File: src/inc/tmon_pkg.sv
// Purpose: Shared constants and types for the temperature monitor register bank.
// Assumes: Registers are reached through read and write strobes from a serial engine.
// Notes: Read and write addresses differ for several registers, so both are named.
package tmon_pkg;
   // Register read and write addresses.
   localparam logic [7:0] STATUS_RD_ADDR = 8'h02;
   localparam logic [7:0] CONFIG_RD_ADDR = 8'h03;
   localparam logic [7:0] CONFIG_WR_ADDR = 8'h09;
   localparam logic [7:0] RATE_RD_ADDR = 8'h04;
   localparam logic [7:0] RATE_WR_ADDR = 8'h0a;
   localparam logic [7:0] FAULTQ_ADDR = 8'h22;

   // Reset values, masks of the writable bits and the mask of the latched status bits.
   localparam logic [7:0] CONFIG_RESET = 8'h08;
   localparam logic [7:0] CONFIG_RW_MASK = 8'hf4;
   localparam logic [7:0] RATE_RESET = 8'h06;
   localparam logic [7:0] RATE_RW_MASK = 8'h0f;
   localparam logic [7:0] FAULTQ_RESET = 8'h01;
   localparam logic [7:0] FAULTQ_RW_MASK = 8'hcf;
   localparam logic [7:0] STATUS_LATCH_MASK = 8'h7c;

   // Configuration field positions.
   localparam int CFG_MASK_BIT = 7;
   localparam int CFG_STANDBY_BIT = 6;
   localparam int CFG_ROLE_BIT = 5;
   localparam int CFG_BETA_BIT = 4;
   localparam int CFG_RANGE_BIT = 2;

   // Status field positions.
   localparam int ST_BUSY_BIT = 7;
   localparam int ST_LOC_HI_BIT = 6;
   localparam int ST_LOC_LO_BIT = 5;
   localparam int ST_REM_HI_BIT = 4;
   localparam int ST_REM_LO_BIT = 3;
   localparam int ST_OPEN_BIT = 2;
   localparam int ST_REM_CRIT_BIT = 1;
   localparam int ST_LOC_CRIT_BIT = 0;

   // Fault queue register field positions.
   localparam int FQ_SCL_BIT = 7;
   localparam int FQ_SDA_BIT = 6;
   localparam int FQ_DEPTH_LSB = 1;

   // Timing: core clock rate, the millisecond tick and the conversion periods.
   localparam int unsigned CLK_HZ = 20_000_000;
   localparam int unsigned TICK_MS = 1;
   localparam int unsigned TICK_CYCLES = CLK_HZ / 1000 * TICK_MS;
   localparam int MS_W = 14;
   localparam logic [3:0] RATE_MAX_CODE = 4'ha;
   localparam int unsigned PERIOD_MS [0:10] = '{16000, 8000, 4000, 2000, 1000, 500,
                                               250, 200, 100, 50, 27};
   localparam logic [2:0] FQ_MAX_COUNT = 3'h4;

   // Conversion sequencer states.
   typedef enum logic [0:0] {
      CONV_IDLE = 1'b0,
      CONV_BUSY = 1'b1
   } conv_state_t;
endpackage : tmon_pkg

File: src/hw/conv_rate_timer.sv
// Purpose: Periodic conversion request timer driven by the rate code.
// Assumes: A millisecond prescaler divides the core clock.
// Notes: Codes above the top rate are treated as the top rate.
`timescale 1ns/100ps
module conv_rate_timer #(
   parameter int unsigned TICK_CYCLES = tmon_pkg::TICK_CYCLES
) (
   // Clock and reset.
   input wire logic core_clk,
   input wire logic nrst,
   // Control.
   input wire logic run,
   input wire logic [3:0] rate_code,
   // Request pulse, one cycle per period.
   output logic tick
);
   localparam int PRE_W = $clog2(TICK_CYCLES + 1);
   localparam logic [PRE_W-1:0] PRE_LAST = PRE_W'(TICK_CYCLES - 1);

   logic [PRE_W-1:0] pre_q, pre_d; // Cycles within the current millisecond.
   logic [tmon_pkg::MS_W-1:0] ms_q, ms_d; // Milliseconds within the period.
   logic [tmon_pkg::MS_W-1:0] lim; // Last millisecond of the period.
   logic [3:0] code_c; // Clamped rate code.

   // Stopping clears both counters, so a restart always waits a full period.
   always_comb begin
      code_c = (rate_code > tmon_pkg::RATE_MAX_CODE) ? tmon_pkg::RATE_MAX_CODE : rate_code;
      lim = tmon_pkg::MS_W'(tmon_pkg::PERIOD_MS[code_c] - 1);
      pre_d = pre_q;
      ms_d = ms_q;
      tick = 1'b0;
      if (!run) begin
         pre_d = '0;
         ms_d = '0;
      end else if (pre_q == PRE_LAST) begin
         pre_d = '0;
         // A shortened period takes effect at once, hence the compare by >=.
         if (ms_q >= lim) begin
            ms_d = '0;
            tick = 1'b1;
         end else begin
            ms_d = ms_q + 1'b1;
         end
      end else begin
         pre_d = pre_q + 1'b1;
      end
   end

   // Counter registers.
   always_ff @(posedge core_clk or negedge nrst) begin
      if (!nrst) begin
         pre_q <= '0;
         ms_q <= '0;
      end else begin
         pre_q <= pre_d;
         ms_q <= ms_d;
      end
   end
endmodule : conv_rate_timer

File: src/hw/fault_queue.sv
// Purpose: Counts consecutive out-of-limit conversions before a flag may latch.
// Assumes: One sample pulse per finished conversion.
// Notes: The depth needed is one plus the number of ones in the depth field.
`timescale 1ns/100ps
module fault_queue (
   // Clock and reset.
   input wire logic core_clk,
   input wire logic nrst,
   // Sample input.
   input wire logic sample,
   input wire logic out_of_limit,
   input wire logic [2:0] depth_field,
   // Qualification, valid in the sample cycle.
   output logic qualified
);
   logic [2:0] count_q, count_d; // Consecutive faults seen so far.
   logic [2:0] needed; // Faults required.
   logic [2:0] count_inc; // Count including this sample.

   // An in-limit sample breaks the run and restarts the count.
   always_comb begin
      needed = 3'h1 + {2'h0, depth_field[0]} + {2'h0, depth_field[1]}
               + {2'h0, depth_field[2]};
      count_inc = (count_q == tmon_pkg::FQ_MAX_COUNT) ? count_q : count_q + 1'b1;
      count_d = count_q;
      qualified = 1'b0;
      if (sample) begin
         if (out_of_limit) begin
            count_d = count_inc;
            qualified = (count_inc >= needed);
         end else begin
            count_d = '0;
         end
      end
   end

   // Count register.
   always_ff @(posedge core_clk or negedge nrst) begin
      if (!nrst) begin
         count_q <= '0;
      end else begin
         count_q <= count_d;
      end
   end
endmodule : fault_queue

File: src/hw/temp_monitor_control_status_regs.sv
// Purpose: Configuration, rate, status and fault queue registers of a temperature monitor.
// Assumes: Serial engine gives strobes; front end and limit logic share core_clk.
// Notes: Alarm outputs are active low levels toward the open-drain pad drivers.
// Contract
// - Mask bit suppresses interrupt pin assertions.
// - Standby bit halts all conversions; a conversion already under way when it is set still runs to done.
// - Registers and outputs stay live in standby.
// - Standby limit writes re-evaluate stored measurements.
// - Role bit picks interrupt or second critical.
// - Bit 4 set disables beta cancellation.
// - Bit 2 selects extended measurement range.
// - Rate code sets conversion frequency, default 0110.
// - Each code maps to its fixed period.
// - Status busy bit shows conversion in progress.
// - Local high and low limit flags.
// - Remote high and low limit flags.
// - Open remote sensor sets its flag.
// - Critical flags follow trips, never interrupt.
// - Only bits six to two raise interrupt.
// - Latched flags clear on status read.
// - Bit 7 enables clock line timeout.
// - Bit 6 enables data line timeout.
// - Fault queue depth gates flag latching.
`timescale 1ns/100ps
module temp_monitor_control_status_regs #(
   parameter int unsigned TICK_CYCLES = tmon_pkg::TICK_CYCLES
) (
   // Clock and reset.
   input wire logic core_clk,
   input wire logic nrst,
   // Register strobes from the serial engine.
   input wire logic [7:0] reg_addr,
   input wire logic [7:0] reg_wdata,
   input wire logic reg_wr,
   input wire logic reg_rd,
   output logic [7:0] reg_rdata,
   // Conversion front end.
   output logic conv_start,
   input wire logic conv_done,
   input wire logic [7:0] local_temp,
   input wire logic [7:0] remote_temp,
   input wire logic remote_open,
   output logic beta_disable,
   output logic range_extended,
   // Limits held by the limit register block.
   input wire logic [7:0] local_high_lim,
   input wire logic [7:0] local_low_lim,
   input wire logic [7:0] remote_high_lim,
   input wire logic [7:0] remote_low_lim,
   input wire logic [7:0] local_crit_lim,
   input wire logic [7:0] remote_crit_lim,
   input wire logic limit_wr,
   // Bus timeout enables toward the serial engine.
   output logic scl_timeout_en,
   output logic sda_timeout_en,
   // Alarm outputs, active low.
   output logic critical_temp_output_n,
   output logic shared_out_n
);
   // Register state.
   logic [7:0] config_q, config_d; // Operating configuration.
   logic [7:0] rate_q, rate_d; // Sample rate select.
   logic [7:0] fq_q, fq_d; // Fault queue and timeout enables.
   logic [7:0] flags_q, flags_d; // Latched flags, bits six to two only.
   logic [7:0] rdata_q, rdata_d; // Read data.

   // Measurement and alarm state.
   logic [7:0] local_meas_q, local_meas_d; // Last local reading.
   logic [7:0] remote_meas_q, remote_meas_d; // Last remote reading.
   logic open_meas_q, open_meas_d; // Last open circuit result.
   logic local_crit_q, local_crit_d; // Local critical trip level.
   logic remote_crit_q, remote_crit_d; // Remote critical trip level.
   logic crit_n_q, crit_n_d; // Critical pin.
   logic shared_n_q, shared_n_d; // Shared pin.

   // Sequencer state.
   tmon_pkg::conv_state_t state_q, state_d;
   logic start_q, start_d; // Conversion request pulse.

   // Decoded controls and helpers.
   logic standby; // Conversions halted.
   logic alert_mask; // Interrupt suppressed.
   logic role_crit; // Shared pin acts as second critical output.
   logic status_rd; // Host reads the status register.
   logic tick; // Period elapsed.
   logic [7:0] src_local; // Local reading used for compares.
   logic [7:0] src_remote; // Remote reading used for compares.
   logic src_open; // Open circuit used for compares.
   logic [7:0] hit; // Limit compare results in status positions.
   logic qualified; // Fault queue met.
   logic [7:0] set_vec; // Flags set this cycle.
   logic [7:0] status_val; // Status as read.

   assign standby = config_q[tmon_pkg::CFG_STANDBY_BIT];
   assign alert_mask = config_q[tmon_pkg::CFG_MASK_BIT];
   assign role_crit = config_q[tmon_pkg::CFG_ROLE_BIT];
   assign status_rd = reg_rd && (reg_addr == tmon_pkg::STATUS_RD_ADDR);

   // Configuration bits go straight out to the front end and serial engine.
   assign beta_disable = config_q[tmon_pkg::CFG_BETA_BIT];
   assign range_extended = config_q[tmon_pkg::CFG_RANGE_BIT];
   assign scl_timeout_en = fq_q[tmon_pkg::FQ_SCL_BIT];
   assign sda_timeout_en = fq_q[tmon_pkg::FQ_SDA_BIT];
   assign conv_start = start_q;
   assign reg_rdata = rdata_q;
   assign critical_temp_output_n = crit_n_q;
   assign shared_out_n = shared_n_q;

   // Period timer, halted in standby.
   conv_rate_timer #(
      .TICK_CYCLES(TICK_CYCLES)
   ) u_timer (
      .core_clk(core_clk),
      .nrst(nrst),
      .run(!standby),
      .rate_code(rate_q[3:0]),
      .tick(tick)
   );

   // Consecutive fault counter, fed by fresh conversion results only.
   fault_queue u_fq (
      .core_clk(core_clk),
      .nrst(nrst),
      .sample(conv_done),
      .out_of_limit(|hit),
      .depth_field(fq_q[3:1]),
      .qualified(qualified)
   );

   // Writable registers: only the documented bits are stored, the rest read zero.
   always_comb begin
      config_d = config_q;
      rate_d = rate_q;
      fq_d = fq_q;
      // Writes are accepted in standby just as in normal running.
      if (reg_wr) begin
         case (reg_addr)
            tmon_pkg::CONFIG_WR_ADDR: config_d = reg_wdata & tmon_pkg::CONFIG_RW_MASK;
            tmon_pkg::RATE_WR_ADDR: rate_d = reg_wdata & tmon_pkg::RATE_RW_MASK;
            tmon_pkg::FAULTQ_ADDR: fq_d = reg_wdata & tmon_pkg::FAULTQ_RW_MASK;
            default: config_d = config_q;
         endcase
      end
   end

   // The reset value of the reserved configuration bit is dropped by the mask.
   always_ff @(posedge core_clk or negedge nrst) begin
      if (!nrst) begin
         config_d_reset: config_q <= tmon_pkg::CONFIG_RESET & tmon_pkg::CONFIG_RW_MASK;
         rate_q <= tmon_pkg::RATE_RESET;
         fq_q <= tmon_pkg::FAULTQ_RESET;
      end else begin
         config_q <= config_d;
         rate_q <= rate_d;
         fq_q <= fq_d;
      end
   end

   // Conversion sequencer: a tick while busy is dropped rather than queued.
   always_comb begin
      state_d = state_q;
      start_d = 1'b0;
      case (state_q)
         tmon_pkg::CONV_IDLE: begin
            if (tick && !standby) begin
               start_d = 1'b1;
               state_d = tmon_pkg::CONV_BUSY;
            end
         end
         tmon_pkg::CONV_BUSY: begin
            // A conversion under way when standby is set is allowed to finish.
            if (conv_done) begin
               state_d = tmon_pkg::CONV_IDLE;
            end
         end
         default: state_d = tmon_pkg::CONV_IDLE;
      endcase
   end

   // Sequencer registers.
   always_ff @(posedge core_clk or negedge nrst) begin
      if (!nrst) begin
         state_q <= tmon_pkg::CONV_IDLE;
         start_q <= 1'b0;
      end else begin
         state_q <= state_d;
         start_q <= start_d;
      end
   end

   // Compares use the fresh result on completion, else the stored one.
   always_comb begin
      src_local = conv_done ? local_temp : local_meas_q;
      src_remote = conv_done ? remote_temp : remote_meas_q;
      src_open = conv_done ? remote_open : open_meas_q;
      local_meas_d = src_local;
      remote_meas_d = src_remote;
      open_meas_d = src_open;
      hit = 8'h00;
      hit[tmon_pkg::ST_LOC_HI_BIT] = src_local > local_high_lim;
      hit[tmon_pkg::ST_LOC_LO_BIT] = src_local < local_low_lim;
      hit[tmon_pkg::ST_REM_HI_BIT] = src_remote > remote_high_lim;
      hit[tmon_pkg::ST_REM_LO_BIT] = src_remote < remote_low_lim;
      hit[tmon_pkg::ST_OPEN_BIT] = src_open;
      // Critical trips follow live limits, so limit writes act at once.
      local_crit_d = src_local > local_crit_lim;
      remote_crit_d = src_remote > remote_crit_lim;
   end

   // Flag latching: set wins over the clearing read in the same cycle.
   always_comb begin
      set_vec = 8'h00;
      if (conv_done && qualified) begin
         set_vec = hit;
      end else if (limit_wr && standby) begin
         set_vec = hit;
      end
      flags_d = ((status_rd ? 8'h00 : flags_q) | set_vec) & tmon_pkg::STATUS_LATCH_MASK;
      status_val = flags_q;
      status_val[tmon_pkg::ST_BUSY_BIT] = (state_q == tmon_pkg::CONV_BUSY);
      status_val[tmon_pkg::ST_REM_CRIT_BIT] = remote_crit_q;
      status_val[tmon_pkg::ST_LOC_CRIT_BIT] = local_crit_q;
   end

   // Pins: only latched flags drive the interrupt role, gated by the mask.
   always_comb begin
      crit_n_d = !(local_crit_q || remote_crit_q);
      if (role_crit) begin
         shared_n_d = crit_n_d;
      end else begin
         shared_n_d = !((|flags_q) && !alert_mask);
      end
   end

   // Read data, registered on the read strobe; unmapped reads return zero.
   always_comb begin
      rdata_d = rdata_q;
      if (reg_rd) begin
         case (reg_addr)
            tmon_pkg::STATUS_RD_ADDR: rdata_d = status_val;
            tmon_pkg::CONFIG_RD_ADDR: rdata_d = config_q;
            tmon_pkg::RATE_RD_ADDR: rdata_d = rate_q;
            tmon_pkg::FAULTQ_ADDR: rdata_d = fq_q;
            default: rdata_d = 8'h00;
         endcase
      end
   end

   // Measurement, flag, pin and read data registers; flags clear at reset and on a status read.
   always_ff @(posedge core_clk or negedge nrst) begin
      if (!nrst) begin
         local_meas_q <= 8'h00;
         remote_meas_q <= 8'h00;
         open_meas_q <= 1'b0;
         local_crit_q <= 1'b0;
         remote_crit_q <= 1'b0;
         flags_q <= 8'h00;
         crit_n_q <= 1'b1;
         shared_n_q <= 1'b1;
         rdata_q <= 8'h00;
      end else begin
         local_meas_q <= local_meas_d;
         remote_meas_q <= remote_meas_d;
         open_meas_q <= open_meas_d;
         local_crit_q <= local_crit_d;
         remote_crit_q <= remote_crit_d;
         flags_q <= flags_d;
         crit_n_q <= crit_n_d;
         shared_n_q <= shared_n_d;
         rdata_q <= rdata_d;
      end
   end
endmodule : temp_monitor_control_status_regs

File: config.mk
export PLATFORM = sky130hd
export DESIGN_NAME = temp_monitor_control_status_regs
export DESIGN_NICKNAME = d
export VERILOG_FILES = /design/src/inc/tmon_pkg.sv /design/src/hw/conv_rate_timer.sv /design/src/hw/fault_queue.sv /design/src/hw/temp_monitor_control_status_regs.sv
export SDC_FILE = /design/constraint.sdc
export NUM_CORES = 1
export LEC_CHECK = 0
export ABC_AREA = 1
export CORE_ASPECT_RATIO = 1.25
export CORE_UTILIZATION = 65
export CTS_BUF_LIST = sky130_fd_sc_hd__clkbuf_4 sky130_fd_sc_hd__clkbuf_8
export CTS_CLUSTER_SIZE = 8
export DETAILED_ROUTE_END_ITERATION = 8
export DONT_BUFFER_PORTS = 1
export HOLD_SLACK_MARGIN = 0.05
export MAX_ROUTING_LAYER = met4
export PLACE_DENSITY_LB_ADDON = 0.12
export SLEW_MARGIN = 10
export SYNTH_ARGS = -nofsm -noshare
export SYNTH_HDL_FRONTEND = slang
export SYNTH_SLANG_ARGS = --single-unit
File: constraint.sdc
create_clock -name core_clk -period 3.65 [get_ports core_clk]
set_input_delay 0.73 -clock core_clk [delete_from_list [all_inputs] [get_ports core_clk]]
set_output_delay 0.73 -clock core_clk [all_outputs]
set_load 0.05 [all_outputs]
After elaboration in Yosys (flattened, before gate mapping). Memories as Yosys holds them, arrays and structs flattened. Cells that the tools add are included.

Reduce and logical (&&, ||, !) cells: 16. Bitwise gates (word level): 3. $lt $le $gt $ge: 10. Add/sub/neg operators: 7. Mux-type cells: 27. Eq/ne operators: 8.

Operators with widths (number): 2-to-1 mux 14 bit (5); > comparator 8 bit (4); one-hot mux 8 bit (4 select lines) (1); 2-to-1 mux 15 bit (2); 2-to-1 mux 7 bit (3); == test 8 x 2 -> 1 bit, second input constant (2); == test 8 x 4 -> 1 bit, second input constant (2); < comparator 8 bit (2); 2-to-1 mux 8 bit (2); adder 15 x 1 -> 15 bit, second input constant (1); == test 15 bit, second input constant (1); adder 14 x 1 -> 14 bit, second input constant (1); greater-or-equal comparator 14 bit (1); subtractor 14 x 1 -> 14 bit, second input constant (1); 2-to-1 mux 1 bit (10); OR reduction 5 bit (2); == test 8 x 3 -> 1 bit, second input constant (1); == test 8 x 6 -> 1 bit, second input constant (1); bitwise OR 7 bit (1); adder 3 x 1 -> 3 bit (2); 2-to-1 mux 3 bit (2); AND reduction 2 bit (3); greater-or-equal comparator 5 bit, second input constant (1); logical AND 1 bit (5); other kinds (12) (15).

Memories: 1. Output and inout bits: 15. Bits in registers: 83. Bits of input ports: 87. Word-level logic and storage cells: 89. ROM bits: 512.

Memories: (no name shown) (depth 16, width 32, rd ports 1, clocked after memory_dff 0, write ports 0, RTL line conv_rate_timer.sv:28) `lim = tmon_pkg::MS_W'(tmon_pkg::PERIOD_MS[code_c] - 1);`.

Longest topological paths before layout. Gate-level depths: netlist of run 1.

Word-level depth: 14. Mapped depth: 22. Depth with buffers taken out: 22.

By module. A second synthesis of run 1 with hierarchy kept.

Cell total of the unflattened synthesis: 855. Area, all modules: 6123.4 um^2.

Modules (own cells, without submodules): temp_monitor_control_status_regs (times used 1, sequential area each 1282.5 um^2, cells an instance 449, area each 3375.7 um^2); conv_rate_timer (times used 1, sequential area each 725.7 um^2, cells an instance 361, area each 2428.6 um^2); fault_queue (times used 1, sequential area each 75.1 um^2, cells an instance 45, area each 319.1 um^2).

Worst setup path before layout of run 1. No wires, ideal clock.

Path kind: flip-flop to flip-flop. From: reg rate_q[0]. To: reg u_timer.ms_q[13] in the netlist's numbering. Library setup time: 0.131 ns. Required time: 3.519 ns. Data arrival time: 3.173 ns. Buffers on the path: 0. Path slack: 0.345 ns. Stages on the path, launching flop included: 22. Period minus slack after synthesis: 3.305 ns. Cells stage by stage: dfrtp_1 -> inv_1 -> o21ai_0 -> a21oi_1 -> inv_1 -> ha_1 -> or2_2 -> o21ai_0 -> inv_1 -> ha_1 -> inv_1 -> nor3_1 -> nand3_1 -> xnor2_1 -> ha_1 -> nand2_1 -> nor4_1 -> nand2_1 -> nand3_1 -> nor2_1 -> nor2_2 -> nor2_1.

Cells in the longest elaborated chain, start to end: 11.

RTL lines: start: declaration (RTL line temp_monitor_control_status_regs.sv:62) `logic [7:0] rate_q, rate_d;`; start signal: assignment (RTL line temp_monitor_control_status_regs.sv:150) `rate_q <= tmon_pkg::RATE_RESET;`; start signal: assignment (RTL line temp_monitor_control_status_regs.sv:154) `rate_q <= rate_d;`; > comparator 4 bit (RTL line conv_rate_timer.sv:27) `code_c = (rate_code > tmon_pkg::RATE_MAX_CODE) ? tmon_pkg::RATE_MAX_CODE : rate_code;`; 2-to-1 mux 4 bit (*) (RTL line conv_rate_timer.sv:27); inverter 4 -> 5 bit (not written as such) (*) (RTL line conv_rate_timer.sv:28); memory read (16 x 32 bit) (*); 2-to-1 mux 14 bit (not written as such) (*) (2 in a row) (RTL line conv_rate_timer.sv:28); subtractor 14 x 1 -> 14 bit (*) (RTL line conv_rate_timer.sv:28); greater-or-equal comparator 14 bit (*) (RTL line conv_rate_timer.sv:38) `if (ms_q >= lim) begin`; 2-to-1 mux 14 bit (*) (RTL line conv_rate_timer.sv:38); 2-to-1 mux 14 bit (*) (RTL line conv_rate_timer.sv:35) `end else if (pre_q == PRE_LAST) begin`; 2-to-1 mux 14 bit (*) (RTL line conv_rate_timer.sv:32) `if (!run) begin`; end signal: assignment (RTL line conv_rate_timer.sv:56) `ms_q <= ms_d;`; end: declaration (RTL line conv_rate_timer.sv:21) `logic [tmon_pkg::MS_W-1:0] ms_q, ms_d;`.

Every way passes the cells marked *; elsewhere a longest branch is shown, timed or not. The select of a mux whose other input is x is not followed. A chain may end at the register's enable or synchronous reset.

Final worst setup path of run 1.
From: reg rate_q[0]. To: reg u_timer.ms_q[8] in the netlist's numbering.

Same word-level chain as after synthesis.

==> run metrics, run 1 <==
number of fill cells 683; max-slew violation count 0; Hold WS 0.0615 ns; Initial Util 0.670; DRT iter0 DRCs 269; ys flop type dfrtp_1; Non-Filler Instances 894; root buffer selected by CTS clkbuf_8; Die Ht 108 um; nets@finish 932; Cell variety after synth 46; Clock Path Buffers 2; synthesized area 0.00583 mm2; Area Growth Syn to Fin 7.81%; most common cell in the netlist nand2_1; Max IR drop VDD 0.251 mV; first-pass detailed-route iteration total 5; post-synthesis sequential area ratio 0.357; Final Setup Violations 0; die footprint 0.00936 mm2; first-pass GRT wire length 22000 um; layout cells sized above 1 0.0891; Syn Nets 921; Mapped Cells 758; clk slew on worst S/H paths 0.08 ns; row cnt 38; pre-CTS setup slack -0.00485 ns; H-tree level count 3; max-cap violations 0; ANT nets after route 0; number of hold violations in the final report 0; GR Overflow Total 0; DR WL/cell 14.7 um; Setup crit end kind flop; worst slew pin tran 0.784 ns; share of the synthesized area in the top cell type 0.335; status finished, final reports clean; CP Launch Type flop; setup_tns 0 ns; asr flop ratio synth 1.00; total wire length 13200 um; Yosys reg bits 83; CP Data Arrival Time 3.68 ns; GRT Util Overall 0.312; most frequent cells after synthesis nand2_1 (182), inv_1 (133), dfrtp_1 (78); Fmax 294 MHz; CP Data Required Time 3.92 ns; DR DRC count 0; PwrDens 409 mW/mm2; Hold Path Class primary input to asynchronous set/reset pin; Final Wtd Congestion 0.975; area leader, netlist dfrtp_1; initial antenna violation count 0; number of flops mapped to enable cells by yosys 0; Post-Route Skew 0.0124 ns; post-DP HPWL 9870 um; # port buffers 0; core area 0.00870 mm2; Final Cycle Share 0.933; Num CTS Buffers 9; largest net degree at the start of global routing 48; Vias/cell 5.56; setup ws final 0.243 ns; Die W 86.7 um; vias 4967; vias in the first global route 4988; Clk Latency, worst-skew pair 0.36 ns; ant diodes 0; Syn. warnings 0; Util after Layout 0.723; relative slew slack 0.476; Setup CP Type flop to flop; fin crit period 3.41 ns; CTS tree yes; Mapped Avg Cell Area 7.69 um2; CP max FO 10; boundary pin count 102; largest cells by area after synthesis dfrtp_1 (33%), ha_1 (16%), nand2_1 (12%); Cells after DPL 872; P_leak 3.41 nW; clock sink count 83
==> worst paths after layout <==
kind | startpoint | end | slack (ns) | depth (start not counted)
worst max-delay path | rate_q[0] | u_timer.ms_q[8] | 0.24 | 23
worst min-delay path | nrst | u_timer.pre_q[4] | 0.06 | 0
worst max register to register | rate_q[0] | u_timer.ms_q[8] | 0.24 | 23
worst min register to register | remote_crit_q | critical_temp_output_n | 0.46 | 1
max in group asynchronous | nrst | u_timer.pre_q[5] | 2.51 | 1
min in group core_clk | remote_crit_q | critical_temp_output_n | 0.46 | 1
==> placed cells by master (no fill, tap or decap), types with 2 or more instances in the layout <==
cell type	instances
dfrtp_1	78
clkinvlp_4	2
ha_1	75
xnor2_1	6
nand3_1	34
nand2_1	182
nand3_2	2
inv_1	131
o21ai_0	31
a21oi_2	4
o21ai_1	4
buf_4	4
inv_2	7
xor2_1	13
nand3b_1	2
o22ai_1	5
nor2_2	7
nor2_1	61
nand2_2	3
o221ai_1	3
o21ai_2	3
a21oi_1	42
nand4_1	12
dfstp_2	5
a31oi_1	3
clkbuf_8	11
mux2_2	7
nor3_1	11
bufinv_16	2
nand2_4	2
==> worst max-delay path: stages, from the launching register on <==
cell      delay, ns
dfrtp_1        0.41
inv_2          0.10
o21ai_1        0.09
a21oi_2        0.23
inv_2          0.08
ha_1           0.20
or2_2          0.32
o21ai_2        0.08
inv_1          0.06
ha_1           0.18
inv_1          0.08
xor2_1         0.13
inv_1          0.06
ha_1           0.26
nand2_1        0.10
nor2_1         0.05
o21ai_0        0.07
o211ai_1       0.12
nand3_1        0.10
nand3_2        0.13
nor2_2         0.12
nor2_2         0.04
buf_6          0.15
nor3_1         0.15
==> area by class of cell <==
cell class / instances / area [um2] / area share
clock buffers: 11 / 151 / 0.0241
flip-flops and latches: 83 / 2080 / 0.331
repair buffers: 7 / 78.8 / 0.0125
inverters: 139 / 522 / 0.0830
multi-input cells: 529 / 3220 / 0.512
well taps: 120 / 150 / 0.0239
clock inverters: 5 / 83.8 / 0.0133
==> metal layers <==
metal	track usage	wire length, um	share of wire	vias to the layer above
met5	-	0	0	-
met4	0.143	366	0.028	0
met3	0.0437	741	0.056	36
met2	0.541	6650	0.50	188
met1	0.355	5430	0.41	2287
li1	-	-	-	2456
==> kinds of logic (layout without fill, tap and decap cells) <==
logic type | Yosys count | after routing | synth area share
flops | 83 | 83 | 0.357
mux | 7 | 7 | 0.0135
compound gates | 103 | 103 | 0.0987
buf+inv | 146 | 162 | 0.0959
simple gates | 324 | 324 | 0.242
fa+ha+maj | 76 | 76 | 0.164
xor+xnor | 19 | 19 | 0.0285
==> metrics by stage <==
step                      cell area [um2]  power (mW)
after global placement               5950        1.75
final                                6290        2.57
after global routing                 6290        2.74
after detailed placement             5950        1.79
after floorplan                      5830        1.65
after CTS                            6230        2.58
==> report_power, final <==
group / switching [mW] / internal (mW) / total, mW
combinational: 0.413 / 0.260 / 0.673
sequential: 0.0996 / 1.03 / 1.13
clock: 0.346 / 0.425 / 0.771
==> state kept, by name, summed over array words and instances, names as in the netlist <==
| name | flops |
|---|---|
| fq_q | 6 |
| u_timer.ms_q | 14 |
| remote_meas_q | 8 |
| critical_temp_output_n | 1 |
| state_q | 1 |
| u_timer.pre_q | 15 |
| flags_q | 5 |
| shared_out_n | 1 |
| reg_rdata | 8 |
| remote_crit_q | 1 |
| config_q | 5 |
| local_crit_q | 1 |
| rate_q | 4 |
| local_meas_q | 8 |
| u_fq.count_q | 3 |
| open_meas_q | 1 |
| conv_start | 1 |
==> what timing repair did <==
action,in CTS,in global routing
endpoints found under the setup margin,10,16
endpoints found under the hold margin,47,0
pin swaps,0,2
buffers inserted,0,4
hold buffers,2,0
resized for setup,1,11
No activity file was read; power rests on OpenSTA's default activity.
==> run 2: changes to the inputs <==
Settings changed: MAX_ROUTING_LAYER met4 to default.
==> run metrics, run 2 (same netlist as run 1, synthesis figures left out) <==
ant diodes 0; max-cap violations 0; Cell Chain, Critical Path inv_1, o21ai_1, a21oi_2, buf_4, buf_4, ha_1, o21ai_1, nor2_2, nand3_2, nor2_2, xnor2_1, ha_1, nand2_1, o21ai_0, a21oi_1, nand3_2, nor2_2, nor2_2, buf_4, nor3_1; max reg flops 15; vias 4994; Num CTS Buffers 9; Max IR drop VDD 0.232 mV; part of the power in registers 0.439; most used cell, CP nor2_2; Non-Filler Instances 896; core area 0.00870 mm2; Vias/cell 5.57; CP Data Required Time 3.93 ns; Total Power 2.57 mW; nets@finish 934; Post-Route Skew 0.00746 ns; Top reg by flops u_timer.pre_q; vias in the first global route 4923; Largest regs u_timer.pre_q x15, u_timer.ms_q x14; Hold Path Class primary input to asynchronous set/reset pin; Die W 86.7 um; DR DRC count 0; P_leak 3.42 nW; commonest non-fill, non-tap cells in the layout nand2_1 (182), inv_1 (131), dfrtp_1 (78); post-DP HPWL 10100 um; H-tree level count 3; slowest stage cell, crit path dfstp_2; Area Growth Syn to Fin 7.79%; CP Data Arrival Time 3.77 ns; Initial Util 0.670; RSZ-0062 raised after global routing true; CP Launch Type flop; GRT Util Overall 0.301; largest net degree at the start of global routing 53; setup_tns 0 ns; root buffer selected by CTS clkbuf_8; total wire length 13400 um; Final Wtd Congestion 0.997; Setup CP Type flop to flop; row cnt 38; ANT nets after route 0; layout cells sized above 1 0.0902; Clock Path Buffers 2; clock sink count 83; fin crit period 3.50 ns; Final Cycle Share 0.958; Cells after DPL 872; worst reg2reg setup slack 0.15 ns; share of power burned in combinational logic 0.266; reg2reg path depth 20; CP max FO 10; Worst path max stage delay 0.57 ns; boundary pin count 102; number of fill cells 691; Internal Dissipation 1.69 mW; Clk Latency, worst-skew pair 0.36 ns; worst slew pin tran 0.710 ns; number of hold violations in the final report 0; DRT iter0 DRCs 252; Clk network pwr share 0.295; die footprint 0.00936 mm2; Sw Ratio 0.340; Setup crit end kind flop; first-pass GRT wire length 21900 um; first-pass detailed-route iteration total 5; max-slew violation count 0; initial antenna violation count 0; Fmax 286 MHz; most common cell after layout, fill and taps aside nand2_1; P_sw 0.872 mW; relative slew slack 0.525; PwrDens 408 mW/mm2; # port buffers 0; clk slew on worst S/H paths 0.09 ns; CP bufs+invs 4; status finished, final reports clean; DR WL/cell 14.9 um; Die Ht 108 um; Util after Layout 0.722; Top Family by Delay on Critical Path compound AO/OA/AOI/OAI gates; GR Overflow Total 0; r2r endpoint u_timer.ms_q[8]; CTS tree yes; Final Setup Violations 0; worst reg2reg startpoint rate_q[1]
## run 2: changes by cell type in the layout (fill, tap and decap cells not counted), sizes merged
cell	change
buf	+2
inv	-1
clkbuf	-1
clkinv	+2
## run 2: metrics by stage
stage	worst slack (ns)	instance area, um2	hold WS (ns)
6_report	0.154	6290	0.0602
5_1_grt	-0.0332	6290	0.0503
4_1_cts	0.0270	6210	0.0505
3_5_place_dp	-0.0118	5950	0.427
3_3_place_gp	0.178	5950	0.433
2_1_floorplan	0.345	5830	0.375
## run 2: timing repair
action / CTS / global route
hold buffers: 1 / 1
resized for setup: 1 / 8
setup buffers: 0 / 6
pin swaps: 0 / 3
setup endpoints to repair: 10 / 15
hold endpoints to repair: 52 / 9
## run 2: layout make-up
type                       instances  area, um2  area share
multi-input combinational        529       3210       0.511
timing repair buffer               9       90.1      0.0143
clock inverter                     6       88.8      0.0141
sequential                        83       2080       0.331
tap                              120        150      0.0239
clock buffer                      10        138      0.0219
inverter                         139        522      0.0830
## run 2: worst max path at each step
stage,slack [ns],cells after the start,end,startpoint
floorplan,0.35,21,u_timer.ms_q[13],rate_q[0]
CTS,0.03,23,u_timer.ms_q[8],rate_q[0]
global route,-0.03,22,u_timer.ms_q[8],rate_q[1]
global placement,0.18,22,u_timer.ms_q[8],rate_q[0]
detailed placement,-0.01,23,u_timer.ms_q[8],rate_q[0]
finish,0.15,20,u_timer.ms_q[8],rate_q[1]
## run 2: per-layer routing
metal  global-route usage  up-vias  share of wire  routed length, um
li1                     -     2473              -                  -
met5                    0        -              0                  0
met2                0.528      170           0.51               6840
met3               0.0560       32          0.053                703
met1                0.353     2319           0.41               5430
met4                0.142        0          0.029                390
## run 2: power groups by stage
stage | logic [mW] | clock network (mW) | registers [mW]
5_1_grt | 0.794 | 0.799 | 1.14
3_5_place_dp | 0.654 | 0 | 1.14
4_1_cts | 0.674 | 0.764 | 1.13
6_report | 0.682 | 0.757 | 1.13
2_1_floorplan | 0.527 | 0 | 1.12
3_3_place_gp | 0.610 | 0 | 1.14
==> run 3: changes to the inputs <==
Settings changed: GPL_ROUTABILITY_DRIVEN from default to 0, PLACE_DENSITY from default to 0.81, PLACE_DENSITY_LB_ADDON 0.12 to default.
==> run metrics, run 3 (same netlist as run 1, synthesis figures left out) <==
worst reg2reg setup slack 0.17 ns; final instance area 0.00626 mm2; Num CTS Buffers 9; Final Setup Violations 0; area of placed instances 0.00595 mm2; GRT Util Overall 0.309; GR Overflow Total 0; ant diodes 0; Fmax 287 MHz; r2r endpoint u_timer.ms_q[8]; worst reg2reg startpoint rate_q[0]; vias 5055; first-pass GRT wire length 22400 um; Clk Latency, worst-skew pair 0.37 ns; Vias/cell 5.66; die footprint 0.00936 mm2; post-DP HPWL 10300 um; clk slew on worst S/H paths 0.09 ns; Final Cycle Share 0.954; root buffer selected by CTS clkbuf_8; Non-Filler Instances 893; layout cells sized above 1 0.0906; DR DRC count 0; Clock Path Buffers 2; Top Family by Delay on Critical Path simple AND/OR/NAND/NOR gates; Area Growth Syn to Fin 7.32%; largest net degree at the start of global routing 79; nets@finish 931; CP Launch Type flop; core area 0.00870 mm2; max-slew violation count 0; WP depth 23; Top reg by flops u_timer.pre_q; Max IR drop VDD 0.231 mV; max-cap violations 0; worst slew pin tran 0.766 ns; Setup crit end kind flop; Critical path origin rate_q[0]; Die Ht 108 um; Setup CP Type flop to flop; DR WL/cell 15.1 um; Total Power 2.49 mW; CP Data Arrival Time 3.77 ns; # port buffers 0; DRT iter0 DRCs 273; slowest stage cell, crit path dfrtp_1; row cnt 38; PwrDens 398 mW/mm2; met2 wire length 6890 um; setup_tns 0 ns; CP max FO 10; H-tree level count 3; met1 WL 5210 um; clock sink count 83; most common cell after layout, fill and taps aside nand2_1; number of hold violations in the final report 0; Hold WS 0.196 ns; critical path endpoint u_timer.ms_q[8]; vias in the first global route 4974; initial antenna violation count 0; commonest non-fill, non-tap cells in the layout nand2_1 (182), inv_1 (131), dfrtp_1 (78); CTS tree yes; max reg flops 15; max layer used met4; status finished, final reports clean; Hold Path Class primary input to asynchronous set/reset pin; first-pass detailed-route iteration total 6; Die W 86.7 um; Worst path max stage delay 0.41 ns; relative slew slack 0.487; CP Data Required Time 3.94 ns; ANT nets after route 0; reg2reg path depth 23; P_leak 3.40 nW; Post-Route Skew 0.00821 ns; fin crit period 3.48 ns; Cell Chain, Critical Path inv_2, o21ai_1, a21oi_2, inv_2, ha_1, or2_2, o21ai_2, inv_1, ha_1, inv_1, xor2_1, inv_1, ha_1, nand2_1, nor2_1, o21ai_0, o211ai_1, nand3_1, nand3_2, nor2_2, nor2_2, buf_4, nor3_2; boundary pin count 102; met3 wire length 865 um; CP bufs+invs 6; total wire length 13500 um; Cells after DPL 872; Initial Util 0.670; Largest regs u_timer.pre_q x15, u_timer.ms_q x14
-- run 3: routing by layer --
| metal | track usage | vias up |
|---|---|---|
| li1 | - | 2450 |
| met3 | 0.0537 | 49 |
| met5 | 0 | - |
| met4 | 0.150 | 0 |
| met2 | 0.535 | 207 |
| met1 | 0.369 | 2349 |
-- run 3: layout make-up --
class	count	area, um2
tap	120	150
clock buffer	10	138
inverter	139	522
timing repair buffer	6	77.6
sequential	83	2080
fill	701	2440
clock inverter	6	65.1
multi-input combinational	529	3220
-- run 3: where the power goes --
part | total [mW] | leakage, nW | internal, mW | switching [mW]
combinational | 0.684 | 2.26 | 0.259 | 0.425
clock | 0.681 | 0.102 | 0.334 | 0.346
sequential | 1.13 | 1.04 | 1.03 | 0.0983
-- run 3: how the worst min path moves through the flow --
stage	end	slack (ns)	startpoint
6_report	critical_temp_output_n	0.20	nrst
5_1_grt	shared_out_n	0.18	nrst
4_1_cts	shared_out_n	0.18	nrst
3_5_place_dp	critical_temp_output_n	0.42	remote_crit_q
3_3_place_gp	critical_temp_output_n	0.42	remote_crit_q
2_1_floorplan	critical_temp_output_n	0.37	remote_crit_q
-- run 3: stage by stage --
| stage | setup slack, ns | utilization |
|---|---|---|
| 2_1_floorplan | 0.345 | - |
| 3_3_place_gp | 0.190 | 0.684 |
| 3_5_place_dp | -0.0746 | 0.684 |
| 4_1_cts | 0.0152 | 0.712 |
| 5_1_grt | -0.0906 | 0.719 |
| 6_report | 0.167 | 0.719 |
-- run 3: timing repair --
item,4_1_cts,5_1_grt
setup buffers,1,3
setup endpoints to repair,10,16
hold buffers,1,0
hold endpoints to repair,78,0
resized for setup,1,11
pin swaps,1,2
-- run 3: worst register-to-register path: stages, from the launching register on --
cell	delay, ns
dfrtp_1	0.41
inv_2	0.11
o21ai_1	0.10
a21oi_2	0.19
inv_2	0.07
ha_1	0.19
or2_2	0.33
o21ai_2	0.08
inv_1	0.07
ha_1	0.20
inv_1	0.09
xor2_1	0.15
inv_1	0.06
ha_1	0.26
nand2_1	0.10
nor2_1	0.06
o21ai_0	0.08
o211ai_1	0.14
nand3_1	0.11
nand3_2	0.14
nor2_2	0.13
nor2_2	0.04
buf_4	0.18
nor3_2	0.12
